===== src/include/speed_select_pkg.sv =====
// constants, field layout and types shared by the speed command select block
package speed_select_pkg;

  // ----------------------------------------------------------------
  // register port
  // ----------------------------------------------------------------
  localparam int DATA_W = 16;
  localparam int ADDR_W = 8;
  localparam int NUM_PRESETS = 15;
  localparam int NUM_TERMS = 5;

  localparam logic [7:0] ADDR_PRESET_BASE = 8'h00;
  localparam logic [7:0] ADDR_JOG_FREQ    = 8'h10;
  localparam logic [7:0] ADDR_JOG_RAMP    = 8'h11;
  localparam logic [7:0] ADDR_ACCEL_REF   = 8'h12;
  localparam logic [7:0] ADDR_BOOST       = 8'h13;
  localparam logic [7:0] ADDR_BOOST2      = 8'h14;
  localparam logic [7:0] ADDR_CONTROL     = 8'h15;
  localparam logic [7:0] ADDR_TERM_BASE   = 8'h18;
  localparam logic [7:0] ADDR_STATUS      = 8'h20;
  localparam logic [7:0] ADDR_FREQ_CMD    = 8'h21;
  localparam logic [7:0] ADDR_RUN_FREQ    = 8'h22;

  // ----------------------------------------------------------------
  // values after reset (frequency in 0.1 Hz, time in 0.1 s, boost in 0.1 %)
  // ----------------------------------------------------------------
  localparam logic [15:0] RST_HIGH_FREQ  = 16'h01f4;
  localparam logic [15:0] RST_MID_FREQ   = 16'h012c;
  localparam logic [15:0] RST_LOW_FREQ   = 16'h0064;
  localparam logic [15:0] NOT_SELECTED   = 16'h270f;
  localparam logic [15:0] FREQ_MAX       = 16'h0fa0;
  localparam logic [15:0] RST_JOG_FREQ   = 16'h0032;
  localparam logic [15:0] RST_JOG_RAMP   = 16'h0005;
  localparam logic [15:0] RAMP_MAX       = 16'h8ca0;
  localparam logic [15:0] RST_ACCEL_REF  = 16'h01f4;
  localparam logic [15:0] RST_BOOST      = 16'h003c;
  localparam logic [15:0] RST_BOOST2     = 16'h003c;
  localparam logic [15:0] RST_CONTROL    = 16'h0008;

  // control register fields
  localparam int CTL_PATTERN_LSB = 0;
  localparam int CTL_OPMODE_LSB  = 2;
  localparam int CTL_REMOTE_LSB  = 5;
  localparam int CTL_FLUX_BIT    = 7;

  // ----------------------------------------------------------------
  // terminal function codes, modes and sources
  // ----------------------------------------------------------------
  localparam logic [3:0] FN_LOW    = 4'h0;
  localparam logic [3:0] FN_MID    = 4'h1;
  localparam logic [3:0] FN_HIGH   = 4'h2;
  localparam logic [3:0] FN_SECOND = 4'h3;
  localparam logic [3:0] FN_JOG    = 4'h5;
  localparam logic [3:0] FN_EXTRA  = 4'h8;
  localparam logic [NUM_TERMS-1:0][3:0] RST_TERM_FN = {FN_EXTRA, FN_JOG, FN_HIGH, FN_MID, FN_LOW};

  localparam logic [2:0] OPM_PANEL    = 3'h1;
  localparam logic [2:0] OPM_EXTERNAL = 3'h2;
  localparam logic [2:0] OPM_COMB_A   = 3'h3;
  localparam logic [2:0] OPM_COMB_B   = 3'h4;

  typedef enum logic [1:0] {
    PAT_CONST    = 2'b00,
    PAT_VARIABLE = 2'b01,
    PAT_LIFT_FWD = 2'b10,
    PAT_LIFT_REV = 2'b11
  } pattern_t;

  typedef enum logic [2:0] {
    SRC_NONE    = 3'b000,
    SRC_JOG     = 3'b001,
    SRC_PRESET  = 3'b010,
    SRC_CURRENT = 3'b011,
    SRC_VOLTAGE = 3'b100
  } source_t;

  // preset slot per {extra, high, middle, low}; slot 0 high, 1 middle, 2 low, 3..14 speed 4..15
  localparam logic [3:0] SLOT_NONE = 4'hf;
  localparam logic [3:0] SLOT_HIGH = 4'h0;
  localparam logic [3:0] SLOT_MID  = 4'h1;
  localparam logic [3:0] SLOT_LOW  = 4'h2;
  localparam logic [3:0] SEL_EXTRA_ONLY = 4'h8;
  localparam logic [15:0][3:0] SPEED_MAP = {4'he, 4'hd, 4'hc, 4'hb, 4'ha, 4'h9, 4'h8, 4'h7,
                                            4'h6, 4'h5, 4'h4, 4'h0, 4'h3, 4'h1, 4'h2, 4'hf};

  // ----------------------------------------------------------------
  // timing
  // ----------------------------------------------------------------
  localparam int CLK_PERIOD_NS = 20;
  localparam int TICK_NS = 10000;
  localparam int TICK_CYCLES = TICK_NS / CLK_PERIOD_NS;
  localparam int RAMP_UNIT_NS = 100000000;
  localparam int TICKS_PER_RAMP_UNIT = RAMP_UNIT_NS / TICK_NS;

endpackage


===== src/verilog/pin_sync.sv =====
// three-stage synchroniser for pin inputs with agreement filter
module pin_sync
  import speed_select_pkg::*;
#(
  parameter int W = 7
) (
  input  wire logic         i_clk,
  input  wire logic         i_sys_rst,
  input  wire logic [W-1:0] i_pin,
  output logic      [W-1:0] o_level
);

  typedef struct packed {
    logic [W-1:0] s1;
    logic [W-1:0] s2;
    logic [W-1:0] s3;
    logic [W-1:0] q;
  } sync_t;

  sync_t s;
  sync_t next_s;

  // s1 is only ever read by s2; a bit moves once s2 and s3 agree
  always_comb begin
    next_s    = s;
    next_s.s1 = i_pin;
    next_s.s2 = s.s1;
    next_s.s3 = s.s2;
    next_s.q  = (s.s2 & ~(s.s2 ^ s.s3)) | (s.q & (s.s2 ^ s.s3));
  end

  always_ff @(posedge i_clk or posedge i_sys_rst) begin
    if (i_sys_rst) begin
      s <= '0;
    end else begin
      s <= next_s;
    end
  end

  assign o_level = s.q;

endmodule


===== src/verilog/freq_ramp.sv =====
// linear frequency ramp, one 0.1 Hz step at most per tick
module freq_ramp
  import speed_select_pkg::*;
(
  input  wire logic        i_clk,
  input  wire logic        i_sys_rst,
  input  wire logic        i_tick,
  input  wire logic [15:0] i_target,
  input  wire logic [15:0] i_ramp_time,
  input  wire logic [15:0] i_ref_freq,
  output logic      [15:0] o_freq
);

  typedef struct packed {
    logic [15:0] cur;
    logic [31:0] acc;
  } ramp_t;

  ramp_t s;
  ramp_t next_s;
  logic [31:0] span;
  logic [31:0] sum;

  // the ramp time spans zero to the reference frequency, so the slope is ref/span
  assign span = 32'(i_ramp_time) * 32'(TICKS_PER_RAMP_UNIT);
  assign sum  = s.acc + 32'(i_ref_freq);

  always_comb begin
    next_s = s;
    if (span == 32'h0000_0000 || i_ref_freq == 16'h0000) begin
      next_s.cur = i_target;
      next_s.acc = '0;
    end else if (i_tick) begin
      if (s.cur == i_target) begin
        next_s.acc = '0;
      end else if (sum >= span) begin
        // one common slope up and down
        next_s.cur = (s.cur < i_target) ? s.cur + 16'h0001 : s.cur - 16'h0001;
        next_s.acc = sum - span;
      end else begin
        next_s.acc = sum;
      end
    end
  end

  always_ff @(posedge i_clk or posedge i_sys_rst) begin
    if (i_sys_rst) begin
      s <= '0;
    end else begin
      s <= next_s;
    end
  end

  assign o_freq = s.cur;

endmodule


===== src/verilog/contact_speed_command_select.sv =====
// running frequency command selection from contact inputs, with jog and boost direction
module contact_speed_command_select
  import speed_select_pkg::*;
(
  input  wire logic                 i_clk,
  input  wire logic                 i_sys_rst,
  // register port
  input  wire logic [ADDR_W-1:0]    i_addr,
  input  wire logic [DATA_W-1:0]    i_wdata,
  input  wire logic                 i_wr,
  input  wire logic                 i_rd,
  output logic      [DATA_W-1:0]    o_rdata,
  // contact pins
  input  wire logic [NUM_TERMS-1:0] i_terminal,
  input  wire logic                 i_forward_start,
  input  wire logic                 i_reverse_start,
  // operation panel, same clock
  input  wire logic                 i_panel_jog_mode,
  input  wire logic                 i_panel_run,
  input  wire logic                 i_panel_reverse,
  // analog references, same clock, 0.1 Hz units
  input  wire logic                 i_current_ref_valid,
  input  wire logic [15:0]          i_current_ref,
  input  wire logic                 i_voltage_ref_valid,
  input  wire logic [15:0]          i_voltage_ref,
  // to frequency reference and voltage pattern logic
  output logic      [15:0]          o_freq_cmd,
  output logic      [15:0]          o_run_freq,
  output logic      [2:0]           o_source,
  output logic                      o_run,
  output logic                      o_reverse,
  output logic                      o_jog_mode,
  output logic      [15:0]          o_torque_boost
);

  // ----------------------------------------------------------------
  // state
  // ----------------------------------------------------------------
  typedef struct packed {
    logic [NUM_PRESETS-1:0][15:0] preset;
    logic [15:0]                  jog_freq;
    logic [15:0]                  jog_ramp;
    logic [15:0]                  accel_ref;
    logic [15:0]                  boost;
    logic [15:0]                  boost2;
    logic [15:0]                  control;
    logic [NUM_TERMS-1:0][3:0]    term_fn;
    logic [15:0]                  rdata;
    logic [15:0]                  freq_cmd;
    source_t                      source;
    logic [3:0]                   slot;
    logic                         run;
    logic                         reverse;
    logic                         jog_mode;
    logic [15:0]                  torque_boost;
    logic [8:0]                   tick_cnt;
    logic                         tick;
  } state_t;

  state_t s;
  state_t next_s;

  // ----------------------------------------------------------------
  // pin synchronisation and terminal routing
  // ----------------------------------------------------------------
  logic [NUM_TERMS+1:0]       pin_level;
  logic [NUM_TERMS-1:0][15:0] term_hit;
  logic [15:0]                fn_active;
  logic                       fwd;
  logic                       rev;

  pin_sync #(
    .W (NUM_TERMS + 2)
  ) u_pin_sync (
    .i_clk     (i_clk),
    .i_sys_rst (i_sys_rst),
    .i_pin     ({i_reverse_start, i_forward_start, i_terminal}),
    .o_level   (pin_level)
  );

  assign fwd = pin_level[NUM_TERMS];
  assign rev = pin_level[NUM_TERMS+1];

  // each terminal raises the function its code names; several terminals may share one
  genvar t;
  generate
    for (t = 0; t < NUM_TERMS; t = t + 1) begin : g_term
      assign term_hit[t] = pin_level[t] ? (16'h0001 << s.term_fn[t]) : 16'h0000;
    end
  endgenerate

  always_comb begin
    fn_active = 16'h0000;
    for (int k = 0; k < NUM_TERMS; k++) begin
      fn_active = fn_active | term_hit[k];
    end
  end

  // ----------------------------------------------------------------
  // decoded controls
  // ----------------------------------------------------------------
  logic       sel_low;
  logic       sel_mid;
  logic       sel_high;
  logic       sel_extra;
  logic       sel_second;
  logic       sel_jog;
  logic [2:0] op_mode;
  logic [1:0] remote_sel;
  pattern_t   pattern;
  logic       flux_vector;

  assign sel_low     = fn_active[FN_LOW];
  assign sel_mid     = fn_active[FN_MID];
  assign sel_high    = fn_active[FN_HIGH];
  assign sel_extra   = fn_active[FN_EXTRA];
  assign sel_second  = fn_active[FN_SECOND];
  assign sel_jog     = fn_active[FN_JOG];
  assign op_mode     = s.control[CTL_OPMODE_LSB +: 3];
  assign remote_sel  = s.control[CTL_REMOTE_LSB +: 2];
  assign pattern     = pattern_t'(s.control[CTL_PATTERN_LSB +: 2]);
  assign flux_vector = s.control[CTL_FLUX_BIT];

  // ----------------------------------------------------------------
  // preset selection
  // ----------------------------------------------------------------
  logic       preset_allowed;
  logic [3:0] sel_code;
  logic [3:0] map_slot;
  logic [3:0] basic_slot;
  logic [3:0] preset_slot;

  // remote setting reuses the three basic selects, so presets stand aside
  assign preset_allowed = (op_mode == OPM_EXTERNAL || op_mode == OPM_COMB_A || op_mode == OPM_COMB_B)
                          && (remote_sel == 2'b00);
  assign sel_code = {sel_extra, sel_high, sel_mid, sel_low};
  assign map_slot = SPEED_MAP[sel_code];

  always_comb begin
    // lowest-ranked basic select wins when several are on
    if (sel_low) begin
      basic_slot = SLOT_LOW;
    end else if (sel_mid) begin
      basic_slot = SLOT_MID;
    end else if (sel_high) begin
      basic_slot = SLOT_HIGH;
    end else begin
      basic_slot = SLOT_NONE;
    end
    if (map_slot == SLOT_NONE) begin
      preset_slot = SLOT_NONE;
    end else if (s.preset[map_slot] != NOT_SELECTED) begin
      preset_slot = map_slot;
    end else if (sel_code == SEL_EXTRA_ONLY) begin
      preset_slot = SLOT_LOW;
    end else begin
      // an unset combination falls back to the basic priority
      preset_slot = basic_slot;
    end
  end

  // ----------------------------------------------------------------
  // run, jog and source priority
  // ----------------------------------------------------------------
  logic      panel;
  logic      jog_mode;
  logic      run;
  logic      reverse;
  source_t   source;
  logic [15:0] freq_sel;

  assign panel    = (op_mode == OPM_PANEL);
  assign jog_mode = panel ? i_panel_jog_mode : sel_jog;
  // both start inputs on together is treated as stop
  assign run      = panel ? i_panel_run : (fwd ^ rev);
  assign reverse  = panel ? i_panel_reverse : rev;

  always_comb begin
    if (jog_mode) begin
      source   = SRC_JOG;
      freq_sel = s.jog_freq;
    end else if (preset_allowed && preset_slot != SLOT_NONE) begin
      source   = SRC_PRESET;
      freq_sel = s.preset[preset_slot];
    end else if (i_current_ref_valid) begin
      source   = SRC_CURRENT;
      freq_sel = i_current_ref;
    end else if (i_voltage_ref_valid) begin
      source   = SRC_VOLTAGE;
      freq_sel = i_voltage_ref;
    end else begin
      source   = SRC_NONE;
      freq_sel = 16'h0000;
    end
  end

  // ----------------------------------------------------------------
  // torque boost
  // ----------------------------------------------------------------
  logic [15:0] boost_base;
  logic [15:0] boost_out;

  assign boost_base = sel_second ? s.boost2 : s.boost;

  always_comb begin
    boost_out = boost_base;
    if (!flux_vector) begin
      case (pattern)
        PAT_LIFT_FWD: begin
          if (reverse) begin
            boost_out = 16'h0000;
          end
        end
        PAT_LIFT_REV: begin
          if (!reverse) begin
            boost_out = 16'h0000;
          end
        end
        default: begin
          boost_out = boost_base;
        end
      endcase
    end
  end

  // ----------------------------------------------------------------
  // register writes with range checks
  // ----------------------------------------------------------------
  logic [7:0] preset_idx;
  logic [7:0] term_idx;
  logic       wr_ok_freq;
  logic       wr_ok_preset;
  logic [15:0] run_freq;

  assign preset_idx   = i_addr - ADDR_PRESET_BASE;
  assign term_idx     = i_addr - ADDR_TERM_BASE;
  assign wr_ok_freq   = (i_wdata <= FREQ_MAX);
  // the three basic presets have no unselected value
  assign wr_ok_preset = wr_ok_freq || (preset_idx > 8'(SLOT_LOW) && i_wdata == NOT_SELECTED);

  always_comb begin
    next_s = s;
    // writes carry no run or mode lock, so presets change on the fly
    if (i_wr) begin
      if (i_addr < ADDR_PRESET_BASE + 8'(NUM_PRESETS)) begin
        if (wr_ok_preset) begin
          next_s.preset[preset_idx[3:0]] = i_wdata;
        end
      end else if (i_addr >= ADDR_TERM_BASE && i_addr < ADDR_TERM_BASE + 8'(NUM_TERMS)) begin
        next_s.term_fn[term_idx[2:0]] = i_wdata[3:0];
      end else begin
        case (i_addr)
          ADDR_JOG_FREQ: begin
            if (wr_ok_freq) begin
              next_s.jog_freq = i_wdata;
            end
          end
          ADDR_JOG_RAMP: begin
            if (i_wdata <= RAMP_MAX) begin
              next_s.jog_ramp = i_wdata;
            end
          end
          ADDR_ACCEL_REF: begin
            if (wr_ok_freq) begin
              next_s.accel_ref = i_wdata;
            end
          end
          ADDR_BOOST: next_s.boost = i_wdata;
          ADDR_BOOST2: next_s.boost2 = i_wdata;
          ADDR_CONTROL: next_s.control = {8'h00, i_wdata[7:0]};
          default: next_s.control = s.control;
        endcase
      end
    end

    // read data stands only in the cycle after the strobe
    next_s.rdata = 16'h0000;
    if (i_rd) begin
      if (i_addr < ADDR_PRESET_BASE + 8'(NUM_PRESETS)) begin
        next_s.rdata = s.preset[preset_idx[3:0]];
      end else if (i_addr >= ADDR_TERM_BASE && i_addr < ADDR_TERM_BASE + 8'(NUM_TERMS)) begin
        next_s.rdata = {12'h000, s.term_fn[term_idx[2:0]]};
      end else begin
        case (i_addr)
          ADDR_JOG_FREQ: next_s.rdata = s.jog_freq;
          ADDR_JOG_RAMP: next_s.rdata = s.jog_ramp;
          ADDR_ACCEL_REF: next_s.rdata = s.accel_ref;
          ADDR_BOOST: next_s.rdata = s.boost;
          ADDR_BOOST2: next_s.rdata = s.boost2;
          ADDR_CONTROL: next_s.rdata = s.control;
          ADDR_STATUS: next_s.rdata = {3'b000, s.jog_mode, s.reverse, s.run, s.source, s.slot,
                                       sel_second, sel_extra, sel_jog};
          ADDR_FREQ_CMD: next_s.rdata = s.freq_cmd;
          ADDR_RUN_FREQ: next_s.rdata = run_freq;
          default: next_s.rdata = 16'h0000;
        endcase
      end
    end

    // ----------------------------------------------------------------
    // registered outputs and ramp tick
    // ----------------------------------------------------------------
    next_s.source       = source;
    next_s.slot         = (source == SRC_PRESET) ? preset_slot : SLOT_NONE;
    next_s.run          = run;
    next_s.reverse      = reverse;
    next_s.jog_mode     = jog_mode;
    next_s.freq_cmd     = run ? freq_sel : 16'h0000;
    next_s.torque_boost = boost_out;
    next_s.tick         = (s.tick_cnt == 9'(TICK_CYCLES - 1));
    next_s.tick_cnt     = next_s.tick ? 9'h000 : s.tick_cnt + 9'h001;
  end

  always_ff @(posedge i_clk or posedge i_sys_rst) begin
    if (i_sys_rst) begin
      s           <= '0;
      s.preset    <= {{(NUM_PRESETS-3){NOT_SELECTED}}, RST_LOW_FREQ, RST_MID_FREQ, RST_HIGH_FREQ};
      s.jog_freq  <= RST_JOG_FREQ;
      s.jog_ramp  <= RST_JOG_RAMP;
      s.accel_ref <= RST_ACCEL_REF;
      s.boost     <= RST_BOOST;
      s.boost2    <= RST_BOOST2;
      s.control   <= RST_CONTROL;
      s.term_fn   <= RST_TERM_FN;
      s.slot      <= SLOT_NONE;
    end else begin
      s <= next_s;
    end
  end

  // ----------------------------------------------------------------
  // ramp: jog ramp applies while in jog, other sources pass straight through
  // ----------------------------------------------------------------

  freq_ramp u_freq_ramp (
    .i_clk       (i_clk),
    .i_sys_rst   (i_sys_rst),
    .i_tick      (s.tick),
    .i_target    (s.freq_cmd),
    .i_ramp_time (s.jog_mode ? s.jog_ramp : 16'h0000),
    .i_ref_freq  (s.accel_ref),
    .o_freq      (run_freq)
  );

  assign o_rdata        = s.rdata;
  assign o_freq_cmd     = s.freq_cmd;
  assign o_run_freq     = run_freq;
  assign o_source       = s.source;
  assign o_run          = s.run;
  assign o_reverse      = s.reverse;
  assign o_jog_mode     = s.jog_mode;
  assign o_torque_boost = s.torque_boost;

endmodule


===== config.mk =====
export PLATFORM = sky130hd
export DESIGN_NAME = contact_speed_command_select
export DESIGN_NICKNAME = d
export VERILOG_FILES = /design/src/include/speed_select_pkg.sv /design/src/verilog/pin_sync.sv /design/src/verilog/freq_ramp.sv /design/src/verilog/contact_speed_command_select.sv
export SDC_FILE = /design/constraint.sdc
export NUM_CORES = 2
export LEC_CHECK = 0
export BUFFER_PORTS_ARGS = -buffer_cell sky130_fd_sc_hd__buf_2
export CAP_MARGIN = 20
export CORE_ASPECT_RATIO = 1.75
export CORE_MARGIN = 4
export CORE_UTILIZATION = 61
export DETAILED_ROUTE_END_ITERATION = 7
export PLACE_DENSITY = 0.79
export REMOVE_ABC_BUFFERS = 1
export SYNTH_ARGS = -nofsm -noshare
export SYNTH_HDL_FRONTEND = slang
export SYNTH_SLANG_ARGS = --single-unit

===== constraint.sdc =====
create_clock -name i_clk -period 14.95 [get_ports i_clk]
set_input_delay 0 -clock i_clk [delete_from_list [all_inputs] [get_ports i_clk]]
set_output_delay 0 -clock i_clk [all_outputs]
set_load 0.05 [all_outputs]

==> impl_metrics.toml <==
[status]
status = "complete, no violations"

[synthesis]
yosys_register_bits = 492
ys.warnings.count = 0
synth_area_leaders = "dfrtp_1, mux2_2, dfstp_2"
async_flop_share_pct = 100
ys_types = 91
ys.flop_type = "dfrtp_1"
ys_seq_area_share_pct = 39.4
synth-edff-count = 0
syn_area_sq_um = 31700
yosys.area.top_type = "dfrtp_1"
synth.avg_cell_area_sq_um = 10.8
synth_top_area_share_pct = 27.9
syn_inst = 2930

[setup_path]
slowest_delay_ns = 0.95
cp_max_fo = 37
crit_slowest_cell = "dfrtp_1"
worst_path_most_repeated_cell = "ha_1"
timing.rr.end = "u_freq_ramp.o_freq[3]"
r2r_slack_ns = 6.08
startpoint_type = "flop"
cpLargestDelayFamily = "compound AO/OA/AOI/OAI gates"
arrival_ns = 9.34
timing.rr.start = "o_jog_mode"
cp-end-kind = "flop"
crit_type = "reg2reg"
crit_required_ns = 15.43
crit_path_start = "o_jog_mode"
path_buf_inv = 3
ff2ff_path_depth = 30

[timing]
tns_ns = 0
max_slew_margin_pct = 21.3
setup_ws_ns = 6.08
rsz0062_at_grt = "no"
period_minus_slack_ns = 8.87
max_freq_mhz = 113
setup_violations = 0
tightest_slew_ns = 1.18
drv_slew = 0
hold_viol = 0
fin_crit_sh_pct = 59.3
fin_skew_ns = 0.0317

[routing]
wl_met2_um = 54400
wl_per_cell_um = 28.9
wl_met1_um = 33800
via_count = 25400
wl_um = 107000
drt_iter0_drc = 2198
drt_first_pass_iters = 6
drt.antenna.violating_nets = 0
maxUsedRoutingLayer = "met4"
via_per_inst = 6.83
drc_errors = 0
met3_length_um = 6430

[pwr]
finalPower_uw = 3270
cellLeakagePower_uw = 0.0164
powerDensity_nw_per_um2 = 93.8
peakVddDrop_v = 0.000105

[final_layout]
mostFrequentLayoutCells = "dfrtp_1, mux2_2, nor2_1"
fill_cells = 3945
syn_to_final_growth_pct = 9.77
final_common_cell = "dfrtp_1"
drive_gt1_share_pct = 28.5
nets = 3246
stdcell_area_sq_um = 34800

[floorplan]
core_sq_um = 51500
die_area_sq_um = 55900
boundaryPins = 142
die_w_um = 180
std_cell_rows = 110
die_y_um = 310
initial_utilization_pct = 61.6

[clock_network]
cts_buffers = 48
cts_tree = "yes"
cts_buffer_depth = 3
cts.sinks = 492
path_clk_slew_ns = 0.07
cts-root-buf = "clkbuf_16"
clk_latency_ns = 0.61
htree_levels = 2

[global_routing]
gr-total-overflow = 0
grt_pass1_wl_um = 162000
grt_max_degree = 156
grt_antenna_before_repair = 3
grt_pass1_vias = 27000
grt.total_usage_pct = 37.9

[place]
dpl.hpwl_um = 80600
gp_congestion = 1.05
pre_cts_ws_ns = 6.35
port_buffers = 141
placedInstanceArea_sq_um = 32700

[hold_path]
whs_path_depth = 2
hold_class = "in2reg"
hp-start = "i_current_ref_valid"
min_to = "o_source[0]"

[flow_run]
maxCapViolations = 0
[report_power, final]
| group | internal, uW | switching, uW | leakage (uW) |
|---|---|---|---|
| Sequential | 1370 | 45.2 | 0.00624 |
| Clock | 736 | 560 | 0.000811 |
| Combinational | 192 | 368 | 0.00933 |
[layout make-up]
cell class,instances,area [sq um],area share [%]
Multi-Input combinational cell,2080,17700,50.8
Timing Repair Buffer,249,1660,4.77
Sequential cell,492,12500,35.9
Inverter,129,492,1.41
Clock buffer,61,1320,3.79
Antenna cell,1,2.50,0.00719
Tap cell,672,841,2.41
Clock inverter,29,335,0.963
[worst max-delay path by stage]
stage	endpoint	slack, ns	depth (start not counted)
after floorplan	async pin	1.45	1
final	u_freq_ramp.o_freq[3]	6.08	30
after detailed placement	u_freq_ramp.o_freq[3]	6.35	30
after global placement	u_freq_ramp.o_freq[15]	6.71	27
after CTS	u_freq_ramp.o_freq[3]	6.22	30
after global routing	u_freq_ramp.o_freq[3]	5.49	30
[Yosys cell counts, types with 10 or more instances]
cell	instances
o21a_1	16
mux2_2	325
fa_1	27
nand2_1	141
and2_1	27
mux2i_1	135
a211oi_1	18
nor4b_1	19
a22o_1	13
o21ai_0	140
a21o_1	44
o211ai_1	11
and4b_1	10
and3_1	22
a221oi_1	35
o21bai_1	15
a22oi_1	48
dfrtp_1	354
clkbuf_1	118
buf_2	15
o22ai_1	21
nand2b_1	17
buf_4	73
nor3_1	28
nor3b_1	11
and4_1	14
buf_1	17
inv_1	128
dfstp_2	138
nor2_1	150
ha_1	147
a31oi_1	34
xnor2_1	63
nand4_1	26
nor4_1	30
mux4_2	68
nand4b_1	10
nand3_1	30
a222oi_1	17
xor2_1	40
a21oi_1	114
nor2b_1	86
[per-stage QoR]
step | std cells | hold slack, ns | util, %
after floorplan | 2701 | 0.0314 | -
after global placement | 3572 | 0.111 | 63.4
after detailed placement | 3572 | 0.116 | 63.4
after CTS | 3710 | 0.00905 | 67.6
after global routing | 3712 | 0.0120 | 67.6
final | 3713 | 0.0369 | 67.6
[sequential cells by signal, indices dropped and copies added (netlist names), 3 cells and up, named ones only]
register and cells:
u_pin_sync.s 7, u_freq_ramp.s 32, o_freq_cmd 16, u_freq_ramp.o_freq 16, o_source 3, op_mode 3
o_rdata 16, u_pin_sync.next_s 14, s 354, o_torque_boost 16
[layer usage]
layer  GRT usage [%]  vias to the layer above
li1                -                    10900
met1            37.6                    12500
met2            67.0                     1362
met3            6.43                      592
met4            35.2                        0
met5               0                        -
[logic make-up after synthesis]
group	share of synthesized area [%]
AND/OR/NAND/NOR	11.5
XOR/XNOR	2.84
adder cells (fa/ha/maj)	7.79
flip-flops	39.4
multiplexers	20.7
AO/OA/AOI/OAI	12.5
buffers and inverters	5.28
[what timing repair did]
item,CTS,global route
setup endpoints to repair,0,0
gates resized for setup,0,0
endpoints found under the hold margin,182,0
hold buffers,48,0
setup buffers,0,0
No activity file was read; power rests on OpenSTA's default activity.
